File: config.mk
export PLATFORM = sky130hd
export DESIGN_NAME = mac_config_one_control
export DESIGN_NICKNAME = d
export VERILOG_FILES = /design/src/inc/mac_config_one_pkg.sv /design/src/logic/mac_config_one_control.sv
export VERILOG_INCLUDE_DIRS = /design/src /design/src/inc
export SDC_FILE = /design/constraint.sdc
export NUM_CORES = 2
export LEC_CHECK = 0
export BUFFER_PORTS_ARGS = -buffer_cell sky130_fd_sc_hd__buf_2
export CAP_MARGIN = 40
export CORE_MARGIN = 5
export CORE_UTILIZATION = 35
export CTS_BUF_LIST = sky130_fd_sc_hd__clkbuf_8
export CTS_CLUSTER_DIAMETER = 80
export CTS_CLUSTER_SIZE = 30
export DETAILED_ROUTE_END_ITERATION = 10
export HOLD_SLACK_MARGIN = 0.12
export PLACE_DENSITY = 0.52
export RECOVER_POWER = 50
export SYNTH_ARGS = -nofsm -noshare
export SYNTH_HDL_FRONTEND = slang
export SYNTH_SLANG_ARGS = --single-unit
File: constraint.sdc
create_clock -name mclk_in -period 12.9 [get_ports mclk_in]
set_input_delay 0.645 -clock mclk_in [delete_from_list [all_inputs] [get_ports mclk_in]]
set_output_delay 0.645 -clock mclk_in [all_outputs]
set_load 0.02 [all_outputs]
File: src/inc/mac_config_one_regs.svh
// register address, field positions and reset value of the mac configuration one register
`ifndef MAC_CONFIG_ONE_REGS_SVH
`define MAC_CONFIG_ONE_REGS_SVH

`define MAC_CONFIG_ONE_ADDR    8'hc4
`define MAC_CONFIG_ONE_RESET   8'h00
`define CFG1_SHIFT_COUNT_HI    7
`define CFG1_SHIFT_COUNT_LO    6
`define CFG1_EXPECTED_SIGN     5
`define CFG1_SIGNED_ENABLE     4
`define CFG1_B_SOURCE_SELECT   3
`define CFG1_B_POST_INCREMENT  2
`define CFG1_A_SOURCE_SELECT   1
`define CFG1_A_POST_INCREMENT  0
`define READ_ZERO_VALUE        8'h00

`endif

File: src/inc/mac_config_one_pkg.sv
// types shared by the mac configuration one control logic
package mac_config_one_pkg;

  typedef enum logic [2:0] {
    ST_IDLE    = 3'h0,
    ST_FETCH_A = 3'h1,
    ST_FETCH_B = 3'h3,
    ST_EXEC    = 3'h2,
    ST_POST    = 3'h6
  } seq_state_type;

endpackage

File: src/logic/mac_config_one_control.sv
// configuration register one of the multiply-accumulate unit with operand sequencing
// Notes on behaviour
// - dma mode with shift enabled: shift accumulator 1 to 4 bits per count code
// - direction bit 0 shifts accumulator left, 1 shifts it right
// - shift enable shifts the 40-bit accumulator one bit and gates dma multi-bit shift
// - after signed operation, sign differing from expected sign sets sign-change flag
// - signed enable 0 gives unsigned arithmetic, 1 gives two's-complement arithmetic
// - dma mode: b source 0 fetches b over dma, 1 reuses b; ignored otherwise
// - dma mode: a source 0 fetches a over dma, 1 reuses a; ignored otherwise
// - b post-increment enable adds one to b after each operation, any mode
// - a post-increment enable adds one to a after each operation, any mode
`timescale 1ns/10ps
`include "mac_config_one_regs.svh"

module mac_config_one_control #(
  parameter int OP_W  = 16,
  parameter int ACC_W = 40
) (
  // clock and reset
  input  wire logic               mclk_in,
  input  wire logic               rstn_in,
  // special-function register port
  input  wire logic [7:0]         sfr_addr_in,
  input  wire logic               sfr_wr_in,
  input  wire logic               sfr_rd_in,
  input  wire logic [7:0]         sfr_wdata_in,
  output logic      [7:0]         sfr_rdata_out,
  // controls held in other configuration registers
  input  wire logic               dma_mode_in,
  input  wire logic               accumulator_shift_enable_in,
  input  wire logic               accumulator_shift_direction_in,
  input  wire logic               sign_change_flag_clear_in,
  // operand loads by the cpu and operation start
  input  wire logic               a_write_in,
  input  wire logic               b_write_in,
  input  wire logic [OP_W-1:0]    operand_data_in,
  input  wire logic               op_start_in,
  // dma operand fetch
  output logic                    dma_a_request_out,
  output logic                    dma_b_request_out,
  input  wire logic               dma_valid_in,
  input  wire logic [OP_W-1:0]    dma_data_in,
  // results and status
  output logic [OP_W-1:0]         a_out,
  output logic [OP_W-1:0]         b_out,
  output logic [ACC_W-1:0]        accumulator_out,
  output logic                    busy_out,
  output logic                    op_done_out,
  output logic                    sign_change_flag_out
);

  typedef struct packed {
    logic [7:0]                        cfg;
    logic [7:0]                        rdata;
    logic [OP_W-1:0]                   a;
    logic [OP_W-1:0]                   b;
    logic [ACC_W-1:0]                  acc;
    mac_config_one_pkg::seq_state_type st;
    logic                              req_a;
    logic                              req_b;
    logic                              busy;
    logic                              done;
    logic                              flag;
  } state_type;

  state_type r;
  state_type next_r;

  logic                    cfg_hit;
  logic [1:0]              shift_count;
  logic                    signed_en;
  logic                    fetch_a;
  logic                    fetch_b;
  logic [2:0]              shift_amount;
  logic signed [2*OP_W-1:0] prod_signed;
  logic [2*OP_W-1:0]       prod_unsigned;
  logic [ACC_W-1:0]        prod_ext;
  logic [ACC_W-1:0]        acc_shifted;

  assign cfg_hit     = (sfr_addr_in == `MAC_CONFIG_ONE_ADDR);
  assign shift_count = r.cfg[`CFG1_SHIFT_COUNT_HI:`CFG1_SHIFT_COUNT_LO];
  assign signed_en   = r.cfg[`CFG1_SIGNED_ENABLE];
  assign fetch_a     = dma_mode_in && !r.cfg[`CFG1_A_SOURCE_SELECT];
  assign fetch_b     = dma_mode_in && !r.cfg[`CFG1_B_SOURCE_SELECT];

  // product in the selected arithmetic, extended to accumulator width
  assign prod_signed   = $signed(r.a) * $signed(r.b);
  assign prod_unsigned = r.a * r.b;
  always_comb begin
    if (signed_en) begin
      prod_ext = {{(ACC_W-2*OP_W){prod_signed[2*OP_W-1]}}, prod_signed};
    end else begin
      prod_ext = {{(ACC_W-2*OP_W){1'b0}}, prod_unsigned};
    end
  end

  // one bit outside dma mode, count plus one inside it
  always_comb begin
    if (!accumulator_shift_enable_in) begin
      shift_amount = 3'h0;
    end else if (dma_mode_in) begin
      shift_amount = {1'b0, shift_count} + 3'h1;
    end else begin
      shift_amount = 3'h1;
    end
  end

  always_comb begin
    if (!accumulator_shift_direction_in) begin
      acc_shifted = r.acc << shift_amount;
    end else if (signed_en) begin
      acc_shifted = ACC_W'($signed(r.acc) >>> shift_amount);
    end else begin
      acc_shifted = r.acc >> shift_amount;
    end
  end

  always_comb begin
    next_r      = r;
    next_r.done = 1'b0;
    if (sfr_wr_in && cfg_hit) begin
      next_r.cfg = sfr_wdata_in;
    end
    if (sfr_rd_in) begin
      if (cfg_hit) begin
        next_r.rdata = r.cfg;
      end else begin
        next_r.rdata = `READ_ZERO_VALUE;
      end
    end
    if (sign_change_flag_clear_in) begin
      next_r.flag = 1'b0;
    end
    case (r.st)
      mac_config_one_pkg::ST_IDLE: begin
        if (a_write_in) begin
          next_r.a = operand_data_in;
        end
        if (b_write_in) begin
          next_r.b = operand_data_in;
        end
        if (op_start_in) begin
          next_r.busy = 1'b1;
          if (fetch_a) begin
            next_r.st    = mac_config_one_pkg::ST_FETCH_A;
            next_r.req_a = 1'b1;
          end else if (fetch_b) begin
            next_r.st    = mac_config_one_pkg::ST_FETCH_B;
            next_r.req_b = 1'b1;
          end else begin
            next_r.st = mac_config_one_pkg::ST_EXEC;
          end
        end
      end
      mac_config_one_pkg::ST_FETCH_A: begin
        if (dma_valid_in) begin
          next_r.a     = dma_data_in;
          next_r.req_a = 1'b0;
          if (fetch_b) begin
            next_r.st    = mac_config_one_pkg::ST_FETCH_B;
            next_r.req_b = 1'b1;
          end else begin
            next_r.st = mac_config_one_pkg::ST_EXEC;
          end
        end
      end
      mac_config_one_pkg::ST_FETCH_B: begin
        if (dma_valid_in) begin
          next_r.b     = dma_data_in;
          next_r.req_b = 1'b0;
          next_r.st    = mac_config_one_pkg::ST_EXEC;
        end
      end
      mac_config_one_pkg::ST_EXEC: begin
        next_r.acc = r.acc + prod_ext;
        next_r.st  = mac_config_one_pkg::ST_POST;
      end
      mac_config_one_pkg::ST_POST: begin
        next_r.acc = acc_shifted;
        if (signed_en && (acc_shifted[ACC_W-1] != r.cfg[`CFG1_EXPECTED_SIGN])) begin
          next_r.flag = 1'b1;
        end
        if (r.cfg[`CFG1_A_POST_INCREMENT]) begin
          next_r.a = r.a + OP_W'(1);
        end
        if (r.cfg[`CFG1_B_POST_INCREMENT]) begin
          next_r.b = r.b + OP_W'(1);
        end
        next_r.done = 1'b1;
        next_r.busy = 1'b0;
        next_r.st   = mac_config_one_pkg::ST_IDLE;
      end
      default: begin
        next_r.st = mac_config_one_pkg::ST_IDLE;
      end
    endcase
    if (!rstn_in) begin
      next_r     = '0;
      next_r.cfg = `MAC_CONFIG_ONE_RESET;
      next_r.st  = mac_config_one_pkg::ST_IDLE;
    end
  end

  always_ff @(posedge mclk_in) begin
    r <= next_r;
  end

  assign sfr_rdata_out        = r.rdata;
  assign dma_a_request_out    = r.req_a;
  assign dma_b_request_out    = r.req_b;
  assign a_out                = r.a;
  assign b_out                = r.b;
  assign accumulator_out      = r.acc;
  assign busy_out             = r.busy;
  assign op_done_out          = r.done;
  assign sign_change_flag_out = r.flag;
endmodule // mac_config_one_control

==> results.toml <==
[run_status]
status = "finished with violations"
violations = "max-capacitance violations, max-slew violations"

[synthesis]
synthXorXnorAreaFrac = 0.03381
yosysTopAreaCellShare = 0.2969
synth_edf_count = 0
async_flop_share = 0
ys_seq_area_frac = 0.07808
synth_fa_ha_area_frac = 0.3970
synth_top_family_by_area = "adder cells"
syn_area_per_cell_um2 = 8.033
synth_cell_types = 82
synthesis.nets = 3686
muxShareOfSynthArea = 0.03833
synth-simple-area-share = 0.1619
synth_compound_area_frac = 0.1663
netlist_area_mm2 = 0.02461
ys.warnings.count = 0
ys_seq_elements = 96
syn-instance-count = 3064
synth_top_flop_cell = "dfxtp_1"
synth_top_cell_by_area = "fa_1"
synth_area_leaders = "fa_1 (30%), ha_1 (10%), dfxtp_1 (7.8%)"

[sta]
skew_ns = 0.01754
setup_ws_ns = 3.190
slew_viol_final = 99
max_freq_mhz = 103.0
hold_violations = 0
setup_viol = 0
fin_crit_sh = 0.7527
fin_crit_ns = 9.710
slew_headroom = -0.8244
finalSetupTns_ns = 0
worst_pin_slew_ns = 2.737
rsz0062_at_grt = "no"

[power_and_ir_drop]
p_leak_nw = 12.56
power.density_mw_per_mm2 = 77.79
vdd_drop_max_mv = 0.05799

[layout]
areaGrowthSynthToFinish_pct = 5.068
layout-drive-gt1-share = 0.05904
final_util = 0.3699
layout.nets = 3649
num_antenna_cells = 0

[setup_path]
cpMostUsedCell = "fa_1"
worstPathArrival_ns = 9.89
crit_slowest_cell = "clkbuf_1"
cp-start-kind = "flop"
slowest_delay_ns = 1.00
cp-end-kind = "flop"
cp_max_fo = 32
cp.required_ns = 13.08
worstSetupPathType = "flop to flop"

[routing]
drt-initial-drc-count = 1361
ant_nets = 0
wl_um = 76450
firstDrtPassIters = 5
drc = 0
vias = 20740
routed_via_density = 5.222
post_drt_wl_per_cell_um = 19.25

[grt]
use_met3 = 0.02215
grt_pass1_vias = 21240
antenna_found_initial = 5
grt-ovfl-total = 0
grt_pass1_wl_um = 121300
track_usage = 0.2024
met1_usage = 0.2865
grt_start_max_net_pins = 71
grt.busiest_layer = "met2"
use_met2 = 0.3406

[clock_network]
cts_resized = 0
ctsHtreeMaxLevel = 3
cts-root-buf = "clkbuf_8"
clock_latency_ns = 0.42
numCtsBuffers = 9
cts.sink_count = 96
ctsHoldBuffers = 0
clk_pin_slew_ns = 0.10
cts_setup_buffers = 0
cts.path.max_buffers = 2
cts_tree = "done"

[floorplan]
core-area_mm2 = 0.06991
start_util = 0.3521
die_y_um = 275.2
die_area_mm2 = 0.07572
num_rows = 97
die_w_um = 275.2
boundaryPins = 145

[worst_hold_path]
hold_class = "flop to flop"

[placement]
port-buffer-count = 144
gp_congestion = 0.8733
post-place-ws_ns = 3.750
dp_hpwl_um = 61260

[job]
cap_violations = 2
-- final timing paths --
check	startpoint	to	slack, ns	cells after the start
max	b_out[15]$_SDFFE_PN0P_	accumulator_out[37]$_SDFFE_PN0P_	3.19	31
min	sfr_rdata_out[5]$_SDFFE_PN0P_	sfr_rdata_out[5]$_SDFFE_PN0P_	0.47	2
max reg2reg	b_out[15]$_SDFFE_PN0P_	accumulator_out[37]$_SDFFE_PN0P_	3.19	31
min reg2reg	sfr_rdata_out[5]$_SDFFE_PN0P_	sfr_rdata_out[5]$_SDFFE_PN0P_	0.47	2
-- synthesized netlist by cell type, drive strengths merged, types with 4 or more instances --
cell type / count
a211oi: 8
a21boi: 4
a21o: 37
a21oi: 191
a221oi: 12
a22o: 4
a22oi: 18
a311oi: 5
a31oi: 35
a41oi: 4
and2: 121
and3: 37
buf: 108
clkbuf: 136
dfxtp: 96
fa: 365
ha: 197
inv: 486
mux2i: 77
mux4: 6
nand2: 291
nand2b: 74
nand3: 71
nand4: 12
nor2: 156
nor2b: 12
nor3: 29
o2111ai: 4
o211a: 4
o211ai: 26
o21a: 17
o21ai: 223
o21bai: 9
o22ai: 17
o311ai: 16
o31ai: 7
o41ai: 4
or2: 5
or3: 8
xnor2: 55
xor2: 40
-- flip-flops by register name, summed over array words and instances (netlist names) --
name,flops
r,11
accumulator_out,40
b_out,16
dma_b_request_out,1
op_done_out,1
sign_change_flag_out,1
busy_out,1
sfr_rdata_out,8
dma_a_request_out,1
a_out,16
-- cells in the final DEF, fill, tap and decap left out, types with 74 or more instances in the layout --
master / count
dfxtp_1: 94
nor2_1: 156
nand2b_1: 74
mux2i_1: 76
clkbuf_1: 75
a21oi_1: 187
o21ai_0: 202
buf_2: 83
nand2_1: 290
inv_1: 487
ha_1: 197
and2_1: 121
fa_1: 365
-- per-layer routing --
metal / part of all wire / up-vias / wire (µm)
met4: 0.014 / 4 / 1068
met5: 0.00033 / - / 25
li1: - / 9883 / -
met2: 0.47 / 528 / 36210
met3: 0.046 / 60 / 3554
met1: 0.47 / 10270 / 35590
-- critical path: cells and delay by family, from the launching register on --
kind | cells | cell delay, ns
muxes | 1 | 0.21
adders and majority gates | 8 | 3.49
buffers and inverters | 6 | 1.87
DFF | 1 | 0.32
AOI/OAI and AO/OA | 8 | 1.40
xor gates and xnor gates | 1 | 0.14
and+or+nand+nor | 7 | 2.04
-- layout make-up --
class,instances,area (µm²)
Clock buffer,10,137.6
Clock inverter,6,107.6
Fill cell,7511,44050
Inverter,487,1828
Multi-Input combinational cell,2237,19650
Sequential cell,96,1924
Tap cell,940,1176
Timing Repair Buffer,196,1040
-- where the power goes --
group / switching [mW] / internal, mW / leakage [nW]
registers: 0.0817 / 0.331 / 0.785
logic: 0.849 / 0.489 / 11.7
clock network: 0.127 / 0.134 / 0.128
-- through the flow --
step | power (mW) | instances | area, µm² | hold slack, ns
floorplan | 1.362 | 3064 | 24610 | 0.4456
global placement | 1.757 | 3947 | 25620 | 0.4562
detailed placement | 1.767 | 3955 | 25760 | 0.4599
CTS | 2.036 | 3971 | 26000 | 0.4461
global route | 2.185 | 3972 | 25860 | 0.4619
finish | 2.012 | 3972 | 25860 | 0.4717
-- cell families (layout without fill, tap and decap cells) --
group | Yosys count | count (layout)
flops | 96 | 96
buf+inv | 731 | 699
xor+xnor | 95 | 95
simple gates | 830 | 830
mux | 86 | 86
fa+ha+maj | 562 | 562
compound gates | 664 | 664
Note: power is estimated with default switching activity, not from simulation.
